<file path="config.mk">
export PLATFORM = sky130hd
export DESIGN_NAME = serial_port_control_status
export DESIGN_NICKNAME = d
export VERILOG_FILES = /design/src/logic/serial_port_pkg.sv /design/src/logic/serial_port_control_status.sv
export SDC_FILE = /design/constraint.sdc
export NUM_CORES = 1
export LEC_CHECK = 0
export ABC_AREA = 1
export BUFFER_PORTS_ARGS = -buffer_cell sky130_fd_sc_hd__clkbuf_2
export CAP_MARGIN = 0
export CORE_MARGIN = 2
export CORE_UTILIZATION = 52
export CTS_CLUSTER_DIAMETER = 50
export CTS_CLUSTER_SIZE = 12
export DETAILED_ROUTE_END_ITERATION = 10
export PLACE_DENSITY_LB_ADDON = 0.12
export SLEW_MARGIN = 20
export SYNTH_ARGS = -nofsm -noshare
export SYNTH_HDL_FRONTEND = slang
export SYNTH_SLANG_ARGS = --single-unit
export TNS_END_PERCENT = 20
</file>
<file path="constraint.sdc">
create_clock -name core_clk -period 4.4 [get_ports core_clk]
set_input_delay 0.66 -clock core_clk [delete_from_list [all_inputs] [get_ports core_clk]]
set_output_delay 0.66 -clock core_clk [all_outputs]
set_load 0.005 [all_outputs]
</file>
<file path="src/logic/serial_port_pkg.sv">
/*
  constants for the serial port control and status block: register offsets,
  bit positions, reset values and oversampling phase counts.
  assumes a byte-wide register port driven by the core on core_clk.
*/
package serial_port_pkg;
  // register offsets (index form; the control/status one is not printed)
  localparam logic [7:0] OFF_RX_STATUS   = 8'hbb;
  localparam logic [7:0] OFF_INT_CLK     = 8'hbc;
  localparam logic [7:0] OFF_CTRL_STATUS = 8'hba;
  localparam logic [7:0] OFF_TX_BUF      = 8'hb6;
  localparam logic [7:0] OFF_RX_BUF      = 8'hb7;
  localparam logic [7:0] OFF_BAUD        = 8'hb8;
  localparam logic [7:0] OFF_PRESCALE    = 8'hb9;
  // serial_control_status bits
  localparam int B_PEN   = 7;
  localparam int B_PARITY_SELECT_HIGH = 6;
  localparam int B_PARITY_SELECT_LOW = 5;
  localparam int B_CHAR_LENGTH_HIGH  = 4;
  localparam int B_CHAR_LENGTH_LOW  = 3;
  localparam int B_ERR   = 2;
  localparam int B_RECEIVE_BUFFER_FULL  = 1;
  localparam int B_TRANSMIT_BUFFER_EMPTY  = 0;
  // receive_control_status bits
  localparam int B_DOE   = 7;
  localparam int B_FE    = 6;
  localparam int B_PE    = 5;
  localparam int B_BD    = 4;
  localparam int B_RB9   = 3;
  localparam int B_ATTENTION_MODE  = 2;
  localparam int B_TRANSMITTING_FLAG  = 1;
  localparam int B_RECEIVING_STATUS_FLAG  = 0;
  // interrupt_clock_source_control bits
  localparam int B_TWO_STOP_BITS  = 7;
  localparam int B_BRK   = 6;
  localparam int B_TRANSMIT_PIN_ENABLE  = 5;
  localparam int B_SSEL  = 4;
  localparam int B_RECEIVER_EXTERNAL_CLOCK = 3;
  localparam int B_TRANSMITTER_EXTERNAL_CLOCK = 2;
  localparam int B_ERI   = 1;
  localparam int B_ETI   = 0;
  // reset values
  localparam logic [7:0] RST_CTRL = 8'h01;
  localparam logic [7:0] RST_ZERO = 8'h00;
  // async mode uses 16 ticks per bit; mid sample at half
  localparam logic [3:0] OVERSAMPLE_LAST = 4'hf;
  localparam logic [3:0] OVERSAMPLE_MID  = 4'h7;
endpackage

</file>
<file path="src/logic/serial_port_control_status.sv">
/*
  serial port control/status with transmitter and receiver: framing of
  7, 8 or 9 data bits, parity, one or two stop bits, loopback, break,
  attention mode, error flags and pin selection.
  assumes a one-cycle register strobe port on core_clk and asynchronous
  serial pins, which are synchronised here before use.
*/
// Behaviour
// - parity select: odd, even, mark, space
// - shared bit: ninth tx bit or parity
// - length bits pick seven or nine bits
// - zero length bits give eight bits
// - both length bits: loopback, nine bits
// - parity enable, only seven/eight bit framing
// - global error set by any error flag
// - buffer full sets on copy, read clears
// - buffer empty sets on load, write clears
// - overrun, framing, parity clear on status read
// - break flag set, cleared by status read
// - ninth received bit held, reset clears
// - attention bit cleared by ninth bit one
// - transmitting flag falls after last stop
// - receiving flag on error, falls line high
// - stop control: one or two stops
// - break bit holds line low
// - mode bit: async or sync
// - rx/tx clock source internal or pin
// - rx/tx interrupt enables gate requests
// - requests pending while flag and enable
// - receive pin always available
// - clock pin input or baud output
`timescale 1ns/1ns
module serial_port_control_status #(
  parameter int DIV_W = 11,
  parameter int PSC_W = 5
) (
  input  wire logic       core_clk,
  input  wire logic       rst_n,
  input  wire logic [7:0] reg_addr,
  input  wire logic [7:0] reg_wdata,
  input  wire logic       reg_wr,
  input  wire logic       reg_rd,
  output logic      [7:0] reg_rdata,
  input  wire logic       serial_in_pin,
  output logic            serial_out_pin,
  output logic            serial_out_pin_oe_n,
  input  wire logic       serial_clock_pin_in,
  output logic            serial_clock_pin_out,
  input  wire logic       serial_clock_pin_dir_out,
  output logic            tx_irq_q,
  output logic            rx_irq_q
);
  logic [7:0] ctrl_q, rxs_q, icc_q, transmit_holding_buffer_q, receive_holding_buffer_q;
  logic [7:0] baud_lo_q, psr_q;
  logic [DIV_W-1:0] div_cnt_q;
  logic [PSC_W-1:0] psc_cnt_q;
  logic       tick16_q, baud_clk_q;
  logic [1:0] rx_sync_q, ck_sync_q;
  logic       ck_prev_q;
  logic       w_ctrl, w_icc, w_transmit_holding_buffer, r_rxs, r_receive_holding_buffer;
  logic       nine, loop, par_on, rx_line, tx_line;
  logic       ck_rise, ck_fall, tx_tick, rx_tick, rx_mid;
  typedef enum logic [1:0] {TX_IDLE, TX_START, TX_BITS, TX_STOP} tx_state_e;
  typedef enum logic [1:0] {RX_IDLE, RX_START, RX_BITS, RX_STOP} rx_state_e;
  tx_state_e  tx_st_q;
  rx_state_e  rx_st_q;
  logic [3:0] tx_ph_q, rx_ph_q, tx_n_q, rx_n_q;
  logic [8:0] tx_sh_q, rx_sh_q;
  logic       tx_stop2_q, rx_err_fe, rx_err_pe, rx_done, rx_brk;
  logic       tx_load, transmit_buffer_empty_set;

  function automatic logic par_bit(input logic [8:0] d, input logic [1:0] sel);
    unique case (sel)
      2'b00:   par_bit = ~^d;
      2'b01:   par_bit = ^d;
      2'b10:   par_bit = 1'b1;
      default: par_bit = 1'b0;
    endcase
  endfunction

  function automatic logic [3:0] data_bits(input logic [1:0] chl);
    unique case (chl)
      2'b01:   data_bits = 4'h7;
      2'b00:   data_bits = 4'h8;
      default: data_bits = 4'h9;
    endcase
  endfunction

  assign w_ctrl = reg_wr && reg_addr == serial_port_pkg::OFF_CTRL_STATUS;
  assign w_icc  = reg_wr && reg_addr == serial_port_pkg::OFF_INT_CLK;
  assign w_transmit_holding_buffer = reg_wr && reg_addr == serial_port_pkg::OFF_TX_BUF;
  assign r_rxs  = reg_rd && reg_addr == serial_port_pkg::OFF_RX_STATUS;
  assign r_receive_holding_buffer = reg_rd && reg_addr == serial_port_pkg::OFF_RX_BUF;
  assign nine   = ctrl_q[serial_port_pkg::B_CHAR_LENGTH_HIGH];
  // both length bits loop tx to rx
  assign loop   = ctrl_q[serial_port_pkg::B_CHAR_LENGTH_HIGH] & ctrl_q[serial_port_pkg::B_CHAR_LENGTH_LOW];
  // parity only outside nine bit framing
  assign par_on = ctrl_q[serial_port_pkg::B_PEN] & ~nine;

  always_ff @(posedge core_clk) begin
    if (!rst_n) begin
      rx_sync_q <= 2'b11;
      ck_sync_q <= 2'b00;
      ck_prev_q <= 1'b0;
    end else begin
      rx_sync_q <= {rx_sync_q[0], serial_in_pin};
      ck_sync_q <= {ck_sync_q[0], serial_clock_pin_in};
      ck_prev_q <= ck_sync_q[1];
    end
  end
  assign rx_line = loop ? tx_line : rx_sync_q[1];
  assign ck_rise = ck_sync_q[1] & ~ck_prev_q;
  assign ck_fall = ~ck_sync_q[1] & ck_prev_q;

  // baud generator; prescaler select zero stops the clock
  always_ff @(posedge core_clk) begin
    if (!rst_n) begin
      psc_cnt_q  <= '0;
      div_cnt_q  <= '0;
      tick16_q   <= 1'b0;
      baud_clk_q <= 1'b0;
    end else begin
      tick16_q <= 1'b0;
      if (psr_q[7:3] == 5'h00) begin
        psc_cnt_q <= '0;
      end else if (psc_cnt_q >= psr_q[7:3] - 5'h01) begin
        psc_cnt_q <= '0;
        if (div_cnt_q >= {psr_q[2:0], baud_lo_q}) begin
          div_cnt_q  <= '0;
          tick16_q   <= 1'b1;
          baud_clk_q <= ~baud_clk_q;
        end else begin
          div_cnt_q <= div_cnt_q + 1'b1;
        end
      end else begin
        psc_cnt_q <= psc_cnt_q + 1'b1;
      end
    end
  end

  // source select per section, sync uses edges
  always_comb begin
    if (icc_q[serial_port_pkg::B_SSEL]) begin
      // tx moves on the rising baud clock, rx samples on the falling one
      tx_tick = icc_q[serial_port_pkg::B_TRANSMITTER_EXTERNAL_CLOCK] ? ck_rise : (tick16_q & baud_clk_q);
      rx_tick = icc_q[serial_port_pkg::B_RECEIVER_EXTERNAL_CLOCK] ? ck_fall : (tick16_q & ~baud_clk_q);
    end else begin
      tx_tick = icc_q[serial_port_pkg::B_TRANSMITTER_EXTERNAL_CLOCK] ? ck_rise : tick16_q;
      rx_tick = icc_q[serial_port_pkg::B_RECEIVER_EXTERNAL_CLOCK] ? ck_rise : tick16_q;
    end
  end

  // registers written by software
  always_ff @(posedge core_clk) begin
    if (!rst_n) begin
      icc_q     <= serial_port_pkg::RST_ZERO;
      baud_lo_q <= serial_port_pkg::RST_ZERO;
      psr_q     <= serial_port_pkg::RST_ZERO;
    end else begin
      if (w_icc) icc_q <= reg_wdata;
      if (reg_wr && reg_addr == serial_port_pkg::OFF_BAUD) baud_lo_q <= reg_wdata;
      if (reg_wr && reg_addr == serial_port_pkg::OFF_PRESCALE) psr_q <= reg_wdata;
    end
  end

  assign tx_load = (tx_st_q == TX_IDLE) && !ctrl_q[serial_port_pkg::B_TRANSMIT_BUFFER_EMPTY];

  // control/status: transmit_buffer_empty, receive_buffer_full, err live here beside written fields
  always_ff @(posedge core_clk) begin
    if (!rst_n) begin
      ctrl_q <= serial_port_pkg::RST_CTRL;
      transmit_holding_buffer_q <= serial_port_pkg::RST_ZERO;
    end else begin
      if (w_ctrl) ctrl_q[7:3] <= reg_wdata[7:3];
      if (w_transmit_holding_buffer) transmit_holding_buffer_q <= reg_wdata;
      // load sets empty, write clears; load wins
      if (tx_load) ctrl_q[serial_port_pkg::B_TRANSMIT_BUFFER_EMPTY] <= 1'b1;
      else if (w_transmit_holding_buffer) ctrl_q[serial_port_pkg::B_TRANSMIT_BUFFER_EMPTY] <= 1'b0;
      // copy sets full, buffer read clears
      if (rx_done) ctrl_q[serial_port_pkg::B_RECEIVE_BUFFER_FULL] <= 1'b1;
      else if (r_receive_holding_buffer) ctrl_q[serial_port_pkg::B_RECEIVE_BUFFER_FULL] <= 1'b0;
      // any error flag raises global error
      ctrl_q[serial_port_pkg::B_ERR] <= |rxs_q[7:4];
    end
  end

  // transmitter
  always_ff @(posedge core_clk) begin
    if (!rst_n) begin
      tx_st_q    <= TX_IDLE;
      tx_ph_q    <= '0;
      tx_n_q     <= '0;
      tx_sh_q    <= '1;
      tx_stop2_q <= 1'b0;
      tx_line    <= 1'b1;
    end else begin
      unique case (tx_st_q)
        TX_IDLE: begin
          tx_line <= 1'b1;
          if (tx_load) begin
            // shared bit is ninth data bit or parity
            tx_sh_q <= nine ? {ctrl_q[serial_port_pkg::B_PARITY_SELECT_LOW], transmit_holding_buffer_q} :
                       {1'b1, transmit_holding_buffer_q};
            // one extra shift puts the first stop bit out, so busy covers it
            tx_n_q  <= data_bits(ctrl_q[4:3]) + {3'b000, par_on} + 4'h1;
            if (par_on && !ctrl_q[serial_port_pkg::B_CHAR_LENGTH_LOW])
              tx_sh_q[8] <= par_bit({1'b0, transmit_holding_buffer_q}, ctrl_q[6:5]);
            // seven bit frames: bit 7 is parity or the stop bit
            if (!nine && ctrl_q[serial_port_pkg::B_CHAR_LENGTH_LOW])
              tx_sh_q[7] <= par_on ? par_bit({2'b00, transmit_holding_buffer_q[6:0]}, ctrl_q[6:5]) : 1'b1;
            tx_ph_q <= '0;
            tx_st_q <= TX_START;
          end
        end
        TX_START: if (tx_tick) begin
          tx_line <= 1'b0;
          tx_st_q <= TX_BITS;
        end
        TX_BITS: if (tx_tick) begin
          tx_ph_q <= tx_ph_q + 4'h1;
          if (icc_q[serial_port_pkg::B_SSEL] || tx_ph_q == serial_port_pkg::OVERSAMPLE_LAST) begin
            tx_ph_q <= '0;
            tx_line <= tx_sh_q[0];
            tx_sh_q <= {1'b1, tx_sh_q[8:1]};
            tx_n_q  <= tx_n_q - 4'h1;
            if (tx_n_q == 4'h1) begin
              tx_st_q    <= TX_STOP;
              tx_stop2_q <= icc_q[serial_port_pkg::B_TWO_STOP_BITS];
            end
          end
        end
        TX_STOP: if (tx_tick) begin
          tx_ph_q <= tx_ph_q + 4'h1;
          if (icc_q[serial_port_pkg::B_SSEL] || tx_ph_q == serial_port_pkg::OVERSAMPLE_LAST) begin
            tx_ph_q <= '0;
            tx_line <= 1'b1;
            if (tx_stop2_q) tx_stop2_q <= 1'b0;
            // busy ends after last stop bit
            else tx_st_q <= TX_IDLE;
          end
        end
      endcase
    end
  end

  assign rx_mid = icc_q[serial_port_pkg::B_SSEL] || rx_ph_q == serial_port_pkg::OVERSAMPLE_LAST;

  // receiver; always one stop bit expected
  always_ff @(posedge core_clk) begin
    if (!rst_n) begin
      rx_st_q <= RX_IDLE;
      rx_ph_q <= '0;
      rx_n_q  <= '0;
      rx_sh_q <= '0;
    end else begin
      unique case (rx_st_q)
        RX_IDLE: if (rx_tick && !rx_line) begin
          rx_ph_q <= '0;
          rx_st_q <= RX_START;
        end
        RX_START: if (rx_tick) begin
          rx_ph_q <= rx_ph_q + 4'h1;
          if (icc_q[serial_port_pkg::B_SSEL] || rx_ph_q == serial_port_pkg::OVERSAMPLE_MID) begin
            rx_ph_q <= '0;
            rx_n_q  <= data_bits(ctrl_q[4:3]) + {3'b000, par_on};
            rx_st_q <= rx_line ? RX_IDLE : RX_BITS;
          end
        end
        RX_BITS: if (rx_tick) begin
          rx_ph_q <= rx_ph_q + 4'h1;
          if (rx_mid) begin
            rx_ph_q <= '0;
            rx_sh_q <= {rx_line, rx_sh_q[8:1]};
            rx_n_q  <= rx_n_q - 4'h1;
            if (rx_n_q == 4'h1) rx_st_q <= RX_STOP;
          end
        end
        RX_STOP: if (rx_tick) begin
          rx_ph_q <= rx_ph_q + 4'h1;
          if (rx_mid) rx_st_q <= RX_IDLE;
        end
      endcase
    end
  end

  // aligned frame: 7-bit frames without parity arrive shifted further
  logic [8:0] rx_word;
  always_comb begin
    unique case (data_bits(ctrl_q[4:3]) + {3'b000, par_on})
      4'h7:    rx_word = {2'b00, rx_sh_q[8:2]};
      4'h8:    rx_word = {1'b0, rx_sh_q[8:1]};
      default: rx_word = rx_sh_q;
    endcase
  end
  assign rx_done   = rx_st_q == RX_STOP && rx_tick && rx_mid;
  assign rx_brk    = rx_done && !rx_line && rx_word == 9'h000;
  assign rx_err_fe = rx_done && !rx_line;
  assign rx_err_pe = rx_done && par_on &&
    (ctrl_q[serial_port_pkg::B_CHAR_LENGTH_LOW] ?
      rx_word[7] != par_bit({2'b00, rx_word[6:0]}, ctrl_q[6:5]) :
      rx_word[8] != par_bit({1'b0, rx_word[7:0]}, ctrl_q[6:5]));

  // receive buffer and status; set wins over read clear
  always_ff @(posedge core_clk) begin
    if (!rst_n) begin
      rxs_q  <= serial_port_pkg::RST_ZERO;
      receive_holding_buffer_q <= serial_port_pkg::RST_ZERO;
    end else begin
      if (reg_wr && reg_addr == serial_port_pkg::OFF_RX_STATUS)
        rxs_q[serial_port_pkg::B_ATTENTION_MODE] <= reg_wdata[serial_port_pkg::B_ATTENTION_MODE];
      if (r_rxs) rxs_q[7:4] <= 4'h0;
      if (rx_done) begin
        if (ctrl_q[serial_port_pkg::B_RECEIVE_BUFFER_FULL] && !r_receive_holding_buffer)
          rxs_q[serial_port_pkg::B_DOE] <= 1'b1;
        if (rx_err_fe && !rx_brk) rxs_q[serial_port_pkg::B_FE] <= 1'b1;
        if (rx_err_pe) rxs_q[serial_port_pkg::B_PE] <= 1'b1;
        if (rx_brk) rxs_q[serial_port_pkg::B_BD] <= 1'b1;
        receive_holding_buffer_q <= rx_word[7:0];
        // ninth bit kept in nine bit framing
        if (nine) rxs_q[serial_port_pkg::B_RB9] <= rx_word[8];
        if (nine && rx_word[8]) rxs_q[serial_port_pkg::B_ATTENTION_MODE] <= 1'b0;
      end
      rxs_q[serial_port_pkg::B_TRANSMITTING_FLAG] <= tx_st_q != TX_IDLE || tx_load;
      // set on error or break, drop on line high
      if (rx_err_fe) rxs_q[serial_port_pkg::B_RECEIVING_STATUS_FLAG] <= 1'b1;
      else if (rx_line) rxs_q[serial_port_pkg::B_RECEIVING_STATUS_FLAG] <= 1'b0;
    end
  end

  // read data one cycle after strobe
  always_ff @(posedge core_clk) begin
    if (!rst_n) begin
      reg_rdata <= serial_port_pkg::RST_ZERO;
    end else if (reg_rd) begin
      unique case (reg_addr)
        serial_port_pkg::OFF_CTRL_STATUS: reg_rdata <= ctrl_q;
        serial_port_pkg::OFF_RX_STATUS:   reg_rdata <= rxs_q;
        serial_port_pkg::OFF_INT_CLK:     reg_rdata <= icc_q;
        serial_port_pkg::OFF_TX_BUF:      reg_rdata <= transmit_holding_buffer_q;
        serial_port_pkg::OFF_RX_BUF:      reg_rdata <= receive_holding_buffer_q;
        serial_port_pkg::OFF_BAUD:        reg_rdata <= baud_lo_q;
        serial_port_pkg::OFF_PRESCALE:    reg_rdata <= psr_q;
        default:                          reg_rdata <= serial_port_pkg::RST_ZERO;
      endcase
    end else begin
      reg_rdata <= serial_port_pkg::RST_ZERO;
    end
  end

  // pins and requests, all registered
  always_ff @(posedge core_clk) begin
    if (!rst_n) begin
      serial_out_pin       <= 1'b1;
      serial_out_pin_oe_n  <= 1'b1;
      serial_clock_pin_out <= 1'b0;
      tx_irq_q             <= 1'b0;
      rx_irq_q             <= 1'b0;
    end else begin
      // break holds line low; loopback keeps pin idle
      serial_out_pin <= icc_q[serial_port_pkg::B_BRK] ? 1'b0 : (loop ? 1'b1 : tx_line);
      serial_out_pin_oe_n <= ~icc_q[serial_port_pkg::B_TRANSMIT_PIN_ENABLE];
      // baud clock driven out when pin is output
      serial_clock_pin_out <= serial_clock_pin_dir_out & baud_clk_q;
      // level requests while flag and enable
      tx_irq_q <= ctrl_q[serial_port_pkg::B_TRANSMIT_BUFFER_EMPTY] & icc_q[serial_port_pkg::B_ETI];
      rx_irq_q <= ctrl_q[serial_port_pkg::B_RECEIVE_BUFFER_FULL] & icc_q[serial_port_pkg::B_ERI];
    end
  end
endmodule

</file>
==> results of run 1 <==
-- cells in the mapped netlist (10+ instances only) --
library cell  instances  area share [%]
clkbuf_1             15            0.84
o21ai_0              68             5.1
buf_2                10            0.75
o22ai_1              11             1.0
dfxtp_1             132              40
nand3_1              40             3.0
inv_1               125             7.0
a21oi_1              84             6.3
nor2_1               87             4.9
nor3_1               16             1.2
a211oi_1             30             3.4
nand4_1              10            0.94
xor2_1               15             2.0
ha_1                 36             6.7
nand2_1             144             8.1
-- worst max-delay path: stages, from the launching register on --
cell and delay, ns:
dfxtp_1 0.46, nand2_1 0.16, inv_1 0.13, ha_1 0.20, inv_1 0.05, nand3_1 0.12
nand2_4 0.07, nor2_4 0.19, inv_1 0.16, o22ai_1 0.15, a21oi_1 0.09, ha_1 0.31
or2_2 0.29, nand2_1 0.11, xor2_1 0.20, nand3_1 0.13, nand3_1 0.13, nand2_1 0.07
nand2_1 0.06, nand3_1 0.06, nand2_1 0.09, a21oi_2 0.05
-- flip-flops by register name (all words and copies together) (netlist names), 2 cells and up, named ones only --
register                   count
icc_q                          8
receive_holding_buffer_q       8
rx_n_q                         4
psr_q                          8
rx_sync_q                      2
tx_st_q                        2
ctrl_q                         8
reg_rdata                      8
div_cnt_q                     11
rx_sh_q                        9
tx_n_q                         4
rx_ph_q                        4
tx_sh_q                        9
ck_sync_q                      2
tx_ph_q                        4
rxs_q                          8
psc_cnt_q                      5
baud_lo_q                      8
transmit_holding_buffer_q      8
-- per-stage QoR --
stage	instances	total power [mW]
after CTS	1118	2.984
after floorplan	901	1.561
final	1118	2.967
after detailed placement	1086	1.649
after global placement	1086	1.636
after global routing	1118	3.086
-- final cells by class --
class                           instances  area (um2)
Clock buffer                           19       432.9
Timing Repair Buffer                   38       197.7
Clock inverter                         13       126.4
Inverter                              131       491.7
Sequential cell                       132        2643
Multi-Input combinational cell        613        3443
Tap cell                              172       215.2
Fill cell                            1150        5019
-- kinds of logic (layout without fill, tap and decap cells) --
family / Yosys count / after routing
AOI/OAI and AO/OA: 227 / 227
adders and majority gates: 36 / 36
xor gates and xnor gates: 23 / 23
DFF: 132 / 132
buffers and inverters: 156 / 201
and+or+nand+nor: 327 / 327
-- cells in the final DEF (no fill, tap or decap), drive strengths merged, types with 2 or more instances in the layout --
cell and n:
a221oi 9, nor3 19, inv 134, xor2 15, a31oi 4, o22ai 12, dfxtp 132, a211oi 30
o21ai 69, clkinv 2, nand2 154, o211ai 9, nand4 10, ha 36, nor2 91, or2 8
xnor2 8, nand3 41, clkinvlp 7, buf 3, clkbuf 54, a21oi 87
-- how the worst min path moves through the flow --
stage,to,slack [ns]
final,serial_out_pin_oe_n,0.41
after global routing,serial_clock_pin_out,0.42
after CTS,serial_out_pin_oe_n,0.40
after detailed placement,serial_out_pin_oe_n,0.39
after global placement,serial_out_pin_oe_n,0.39
after floorplan,serial_out_pin_oe_n,0.36
-- per-layer routing --
layer	vias up	track usage [%]	part of all wire [%]
met1	2909	31.26	45
met4	0	9.714	2.1
li1	3073	-	-
met5	-	0	0
met3	35	5.739	5.0
met2	170	42.51	48
-- where the power goes --
group / leakage [nW] / switching [mW] / internal, mW
Sequential: 1.07 / 0.0324 / 1.25
Clock: 0.249 / 0.560 / 0.781
Combinational: 1.82 / 0.230 / 0.113
Total: 3.13 / 0.823 / 2.14
==> impl_metrics.env, run 1 <==
export IMPL_skew_ns=0.008969
export IMPL_insertion_delay_ns=0.43
export IMPL_cp_endpoint="rxs_q[5]"
export IMPL_antenna_found_initial=0
export IMPL_hpwl_um=12720
export IMPL_grt_pass1_vias=5851
export IMPL_worstPathMaxFanout=7
export IMPL_design_area_mm2=0.007550
export IMPL_die_w_um=117.4
export IMPL_p_leak_nw=3.133
export IMPL_ys_async_sr_fraction_pct=0
export IMPL_synth_edf_count=0
export IMPL_wl_per_cell_um=15.25
export IMPL_layout_setup_ws_ns=0.9821
export IMPL_critPathRequiredTime_ns=4.71
export IMPL_setup_viol=0
export IMPL_place_congestion=0.9205
export IMPL_synth_fa_ha_area_share_pct=6.739
export IMPL_core_area_mm2=0.01257
export IMPL_cp_arrival_ns=3.73
export IMPL_outcome="complete, no violations"
export IMPL_synth_xor_area_share_pct=3.014
export IMPL_dominantRegCellSynth="dfxtp_1"
export IMPL_slew_viol_final=0
export IMPL_drive_gt1_share_pct=10.68
export IMPL_final_min_clock_period_ns=3.418
export IMPL_rsz0062_at_grt="no"
export IMPL_power_density_mw_per_mm2=392.9
export IMPL_worst_pin_slew_ns=0.8908
export IMPL_grt_pass1_wl_um=27920
export IMPL_r2r_start="ctrl_q[7]"
export IMPL_cts_buffer_depth=2
export IMPL_synth_compound_area_share_pct=20.01
export IMPL_synth_mux_area_share_pct=0
export IMPL_regToRegEndpoint="rxs_q[5]"
export IMPL_synth_seq_cells=132
export IMPL_min_path_cells=1
export IMPL_die_y_um=117.4
export IMPL_num_rows=41
export IMPL_yosys_area_share_simple_pct=21.75
export IMPL_postCtsResizedCells=0
export IMPL_ios=36
export IMPL_critPathCaptureType="register"
export IMPL_postCtsSetupBuffers=0
export IMPL_relSlewSlack_pct=40.61
export IMPL_nets=992
export IMPL_max_cap_violations=0
export IMPL_yosysSeqAreaShare_pct=39.54
export IMPL_criticalPathCategory="register to register"
export IMPL_ant_nets=0
export IMPL_hp_class="register to register"
export IMPL_post_synth_num_cell_types=46
export IMPL_grt_max_degree=46
export IMPL_htreeDepth=4
export IMPL_cts_tree="done"
export IMPL_postLayoutCoreUtil_pct=60.07
export IMPL_worstRegToRegCells=21
export IMPL_drt_iter0_markers=539
export IMPL_die_area_mm2=0.01378
export IMPL_ir_worst_vdd_mv=0.2799
export IMPL_synth_avg_cell_area_um2=7.418
export IMPL_yosysWarnings=0
export IMPL_synthCells=901
export IMPL_cts_buffers=17
export IMPL_clk_pin_slew_ns=0.06
export IMPL_place_area_mm2=0.006990
export IMPL_start_util_pct=53.18
export IMPL_synth_top_family_by_area="simple AND/OR/NAND/NOR gates"
export IMPL_cts_root_buf="clkbuf_16"
export IMPL_worstHoldStart="icc_q[5]"
export IMPL_area_growth_pct=12.95
export IMPL_fin_setup_tns_ns=0
export IMPL_cp_start_kind="register"
export IMPL_rrSetupSlack_ns=0.98
export IMPL_timing_hold_ws_ns=0.4060
export IMPL_place_ws_ns=1.044
export IMPL_via_per_inst=5.534
export IMPL_via_count=6187
export IMPL_track_usage_pct=25.17
export IMPL_drt_pass1_iter_count=5
export IMPL_crit_path_start="ctrl_q[7]"
export IMPL_final_hold_violation_count=0
export IMPL_drt_total_wl_um=17050
export IMPL_overflow=0
export IMPL_synth_fp_nets=960
export IMPL_hold_buffers=0
export IMPL_antennaDiodeCount=0
export IMPL_max_freq_mhz=292.6
export IMPL_clkSinkCount=132
export IMPL_drcViolationCount=0
export IMPL_port_buffers=35
export IMPL_netlist_area_mm2=0.006684
export IMPL_period_share_pct=77.68
Note: power is estimated with default switching activity, not from simulation.
==> run 2: changes to the inputs <==
Clock period 4.4 ns to 3.25 ns, I/O delays scaled along.
==> impl_metrics.env, run 2 (synthesis gave the netlist of run 1 again) <==
export IMPL_outcome="complete, no violations"
export IMPL_relSlewSlack_pct=55.02
export IMPL_final_hold_violation_count=0
export IMPL_nets=1002
export IMPL_htreeDepth=4
export IMPL_clkSinkCount=132
export IMPL_power_density_mw_per_mm2=539.9
export IMPL_place_congestion=0.8613
export IMPL_regArea_mm2=0.002644
export IMPL_core_area_mm2=0.01257
export IMPL_drcViolationCount=0
export IMPL_start_util_pct=53.18
export IMPL_grt_pass1_vias=5749
export IMPL_cp_cell_sequence="inv_2, nand2_2, inv_2, ha_2, inv_1, nand3_2, nand2_4, nor2_4, inv_4, o22ai_1, a21oi_1, ha_1, or2_2, nand2_2, xor2_2, inv_1, nand2_2, nand2_1, nand2_1, nand2_1, nand2_1, nand3_1, nand2_1, a21oi_2"
export IMPL_area_growth_pct=14.98
export IMPL_final_min_clock_period_ns=3.074
export IMPL_criticalPathCategory="register to register"
export IMPL_grt_pass1_wl_um=28050
export IMPL_cts_buffers=17
export IMPL_wl_per_cell_um=15.05
export IMPL_regToRegEndpoint="rxs_q[5]"
export IMPL_clk_pin_slew_ns=0.06
export IMPL_ant_nets=0
export IMPL_worstPathMaxFanout=7
export IMPL_min_to="ck_sync_q[0]"
export IMPL_track_usage_pct=25.27
export IMPL_drt_iter0_markers=541
export IMPL_ir_worst_vdd_mv=0.3855
export IMPL_die_y_um=117.4
export IMPL_layout_commonest_cell="nand2_1"
export IMPL_fin_cells=1128
export IMPL_cp_arrival_ns=3.38
export IMPL_p_leak_nw=3.208
export IMPL_via_per_inst=5.453
export IMPL_max_cap_violations=0
export IMPL_cts_buffer_depth=2
export IMPL_skew_ns=0.007428
export IMPL_cpPeakStageDelay_ns=0.34
export IMPL_worst_pin_slew_ns=0.6711
export IMPL_r2r_start="ctrl_q[4]"
export IMPL_ios=36
export IMPL_regMostFlops="div_cnt_q"
export IMPL_slowest_stage="dfxtp_2"
export IMPL_num_rows=41
export IMPL_post_place_cells=1092
export IMPL_fill_cells=1127
export IMPL_antennaDiodeCount=0
export IMPL_grt_max_degree=31
export IMPL_overflow=0
export IMPL_multiInputGateArea_mm2=0.003463
export IMPL_critPathRequiredTime_ns=3.56
export IMPL_antenna_found_initial=0
export IMPL_postLayoutCoreUtil_pct=61.14
export IMPL_largestRegisters="div_cnt_q: 11 flops, rx_sh_q: 9 flops, tx_sh_q: 9 flops"
export IMPL_period_share_pct=94.59
export IMPL_port_buffers=35
export IMPL_die_area_mm2=0.01378
export IMPL_cts_root_buf="clkbuf_16"
export IMPL_cts_tree="done"
export IMPL_insertion_delay_ns=0.43
export IMPL_path_common_cell="nand2_1"
export IMPL_slew_viol_final=0
export IMPL_largest_reg_flops=11
export IMPL_cp_start_kind="register"
export IMPL_drt_total_wl_um=16980
export IMPL_via_count=6151
export IMPL_rrSetupSlack_ns=0.18
export IMPL_worstHoldStart="serial_clock_pin_in"
export IMPL_drt_pass1_iter_count=5
export IMPL_final_cell_mix="nand2_1 (142), dfxtp_1 (131), inv_1 (123)"
export IMPL_drive_gt1_share_pct=12.66
export IMPL_die_w_um=117.4
export IMPL_setup_viol=0
export IMPL_hpwl_um=12590
export IMPL_max_freq_mhz=325.3
export IMPL_critPathCaptureType="register"
export IMPL_worstRegToRegCells=24
export IMPL_min_path_cells=3
export IMPL_hp_class="input pin to register"
==> run 2: final cells by class <==
type / instances / area share (%)
timing repair buffer: 48 / 3.549
sequential: 132 / 34.40
clock buffer: 17 / 5.536
tap: 172 / 2.800
multi-input combinational: 613 / 45.07
inverter: 131 / 6.431
clock inverter: 15 / 2.214
==> run 2: power by group <==
| part | internal (mW) | leakage [nW] | switching, mW | total (mW) |
|---|---|---|---|---|
| logic | 0.158 | 1.86 | 0.312 | 0.470 |
| clock network | 1.15 | 0.282 | 0.796 | 1.94 |
| registers | 1.69 | 1.07 | 0.0444 | 1.74 |
| total | 3.00 | 3.21 | 1.15 | 4.15 |
==> run 2: repair_timing <==
item                                    in CTS  in global routing
resized for setup                            2                  7
endpoints found under the hold margin        0                  0
hold buffers                                 0                  0
buffers inserted                             2                  2
pin swaps                                    1                  2
endpoints found under the setup margin       1                  1
==> run 2: metrics by stage <==
| stage | cell area, um2 | hold slack, ns | worst slack (ns) | power (mW) | setup TNS [ns] |
|---|---|---|---|---|---|
| after floorplan | 6684 | 0.3579 | 0.2708 | 2.114 | 0 |
| after global placement | 7036 | 0.4009 | 0.08122 | 2.220 | 0 |
| after detailed placement | 7036 | 0.4010 | -0.1109 | 2.232 | -0.1109 |
| after CTS | 7654 | 0.2438 | 0.02909 | 4.162 | 0 |
| after global routing | 7685 | 0.2596 | -0.01143 | 4.324 | -0.01143 |
| final | 7685 | 0.2513 | 0.1758 | 4.149 | 0 |
==> run 2: worst max-delay path by stage <==
stage / from / to / slack [ns] / cells after the start
global placement: ctrl_q[4] / rxs_q[5] / 0.08 / 24
CTS: ctrl_q[4] / rxs_q[5] / 0.03 / 24
floorplan: ctrl_q[4] / rxs_q[5] / 0.27 / 24
finish: ctrl_q[4] / rxs_q[5] / 0.18 / 24
global route: ctrl_q[4] / rxs_q[5] / -0.01 / 23
detailed placement: ctrl_q[4] / rxs_q[5] / -0.11 / 24
==> run 2: metal layers <==
layer	track usage (%)	share of wire, %	routed length [um]	vias up
li1	-	-	-	3104
met1	32.90	45	7662	2874
met2	42.62	48	8172	148
met3	4.280	5.1	870	25
met4	8.434	1.6	271	0
met5	0	0	0	-
==> run 2: critical path, delay by kind of cell (launching register included) <==
family | cells | cell delay (ns)
XOR/XNOR | 1 | 0.18
buffers and inverters | 5 | 0.38
AND/OR/NAND/NOR | 13 | 1.30
adder cells (fa/ha/maj) | 2 | 0.51
flip-flops | 1 | 0.34
AO/OA/AOI/OAI | 3 | 0.26
==> run 3: changes to the inputs <==
Clock period 3.25 ns to 2.7 ns, I/O delays scaled along.
==> impl_metrics.env, run 3 (synthesis gave the netlist of run 1 again) <==
export IMPL_outcome="finished with violations"
export IMPL_violations="setup timing"
export IMPL_cts_root_buf="clkbuf_16"
export IMPL_insertion_delay_ns=0.43
export IMPL_antenna_found_initial=0
export IMPL_rsz0062_at_grt="yes"
export IMPL_grt_pass1_wl_um=29980
export IMPL_cts_tree="done"
export IMPL_regMostFlops="div_cnt_q"
export IMPL_layout_setup_ws_ns=-0.1720
export IMPL_max_cap_violations=0
export IMPL_met1_usage_pct=31.77
export IMPL_port_buffers=35
export IMPL_worst_pin_slew_ns=0.6036
export IMPL_grt_util_met3_pct=7.053
export IMPL_critPathRequiredTime_ns=3.02
export IMPL_die_area_mm2=0.01378
export IMPL_cpPeakStageDelay_ns=0.34
export IMPL_drt_total_wl_um=18270
export IMPL_grt_max_degree=60
export IMPL_grt_pass1_vias=6328
export IMPL_cp_start_kind="register"
export IMPL_place_area_mm2=0.007217
export IMPL_antennaDiodeCount=0
export IMPL_cp_arrival_ns=3.19
export IMPL_drive_gt1_share_pct=17.18
export IMPL_hold_buffers=0
export IMPL_worstPathMaxFanout=6
export IMPL_ant_nets=0
export IMPL_hp_class="input pin to register"
export IMPL_cp_cell_sequence="buf_4, nor2_1, nand2_1, nand2_2, nor2_4, nor2_8, buf_6, a21oi_4, ha_4, or2_4, nand2_4, or2_4, nand2_1, nand2_1, nand3_1, nand2_1, o211ai_1, inv_1, nand2_1, a21oi_2"
export IMPL_largest_reg_flops=11
export IMPL_skew_ns=0.006220
export IMPL_area_growth_pct=19.79
export IMPL_clk_pin_slew_ns=0.05
export IMPL_die_y_um=117.4
export IMPL_crit_buf_inv=3
export IMPL_start_util_pct=53.18
export IMPL_path_depth=20
export IMPL_num_rows=41
export IMPL_regToRegEndpoint="rxs_q[5]"
export IMPL_use_met2_pct=46.35
export IMPL_core_area_mm2=0.01257
export IMPL_period_share_pct=106.4
export IMPL_cts_buffer_depth=2
export IMPL_ios=36
export IMPL_final_hold_violation_count=0
export IMPL_drt_pass1_iter_count=5
export IMPL_final_min_clock_period_ns=2.872
export IMPL_setup_viol=1
export IMPL_ir_worst_vdd_mv=0.4183
export IMPL_die_w_um=117.4
export IMPL_path_common_cell="nand2_1"
export IMPL_rrSetupSlack_ns=-0.17
export IMPL_final_cell_mix="nand2_1 (139), dfxtp_1 (129), inv_1 (117)"
export IMPL_slowest_stage="dfxtp_4"
export IMPL_largestRegisters="div_cnt_q: 11 flops, rx_sh_q: 9 flops, tx_sh_q: 9 flops"
export IMPL_place_congestion=0.9224
export IMPL_hpwl_um=12930
export IMPL_layout_commonest_cell="nand2_1"
export IMPL_slew_viol_final=0
export IMPL_place_ws_ns=-0.1540
export IMPL_path_delay_family="simple AND/OR/NAND/NOR gates"
export IMPL_nets=1022
export IMPL_critPathCaptureType="register"
export IMPL_drcViolationCount=0
export IMPL_cp_endpoint="rxs_q[5]"
export IMPL_wl_per_cell_um=15.97
export IMPL_power_density_mw_per_mm2=588.6
export IMPL_htreeDepth=4
export IMPL_worstRegToRegCells=20
export IMPL_finalPower_mw=4.712
export IMPL_cts_buffers=17
export IMPL_relSlewSlack_pct=59.76
export IMPL_track_usage_pct=27.15
export IMPL_overflow=0
export IMPL_criticalPathCategory="register to register"
export IMPL_via_count=6324
export IMPL_design_area_mm2=0.008006
export IMPL_max_freq_mhz=348.2
export IMPL_r2r_start="ctrl_q[3]"
export IMPL_drt_iter0_markers=349
export IMPL_via_per_inst=5.528
export IMPL_clkSinkCount=132
export IMPL_p_leak_nw=3.304
export IMPL_gr_max_usage_layer="met2"
export IMPL_crit_path_start="ctrl_q[3]"
==> run 3: report_power, final <==
part           total, mW  switching, mW  internal [mW]
Combinational      0.588          0.389          0.199
Clock               2.03          0.821           1.21
Sequential          2.09         0.0547           2.04
Total               4.71           1.26           3.45
==> run 3: worst min-delay path, stage by stage <==
cell and delay (ns):
clkbuf_2 0.07, nand2_1 0.04, inv_1 0.04
==> run 3: how the worst min path moves through the flow <==
stage                      endpoint  depth (start not counted)                startpoint  slack [ns]
2_1_floorplan   serial_out_pin_oe_n                          1                  icc_q[5]        0.36
3_3_place_gp           rx_sync_q[1]                          1              rx_sync_q[0]        0.41
3_5_place_dp           rx_sync_q[1]                          1              rx_sync_q[0]        0.40
4_1_cts                ck_sync_q[0]                          3       serial_clock_pin_in        0.16
5_1_grt        serial_clock_pin_out                          3  serial_clock_pin_dir_out        0.18
6_report               ck_sync_q[0]                          3       serial_clock_pin_in        0.17
==> run 3: cell type report <==
cell class                      count  area (um2)
Tap cell                          172       215.2
Sequential cell                   132        2649
Clock buffer                       22       474.2
Fill cell                        1103        4562
Inverter                          131       501.7
Clock inverter                      6       32.53
Timing Repair Buffer               68       446.7
Multi-Input combinational cell    613        3687
==> run 3: stage by stage <==
step	util (%)	TNS, ns	instances	hold slack, ns
finish	63.70	-0.1720	1144	0.1652
global route	63.70	-0.4593	1144	0.1759
CTS	63.15	-0.1063	1142	0.1615
detailed placement	57.42	-0.1540	1109	0.3979
global placement	57.42	-0.03897	1109	0.4088
floorplan	-	0	901	0.3579
==> run 3: repair_timing <==
item	CTS	global route
buffers inserted	5	2
gates cloned	0	0
setup endpoints to repair	1	12
gates resized for setup	35	13
pin swaps	18	4
==> run 3: routing by layer <==
| metal | share of wire, % | vias to the layer above | wire length, um |
|---|---|---|---|
| met5 | 0 | - | 0 |
| met2 | 48 | 206 | 8780 |
| met4 | 3.3 | 0 | 603 |
| met1 | 43 | 2936 | 7884 |
| met3 | 5.5 | 51 | 999 |
| li1 | - | 3131 | - |
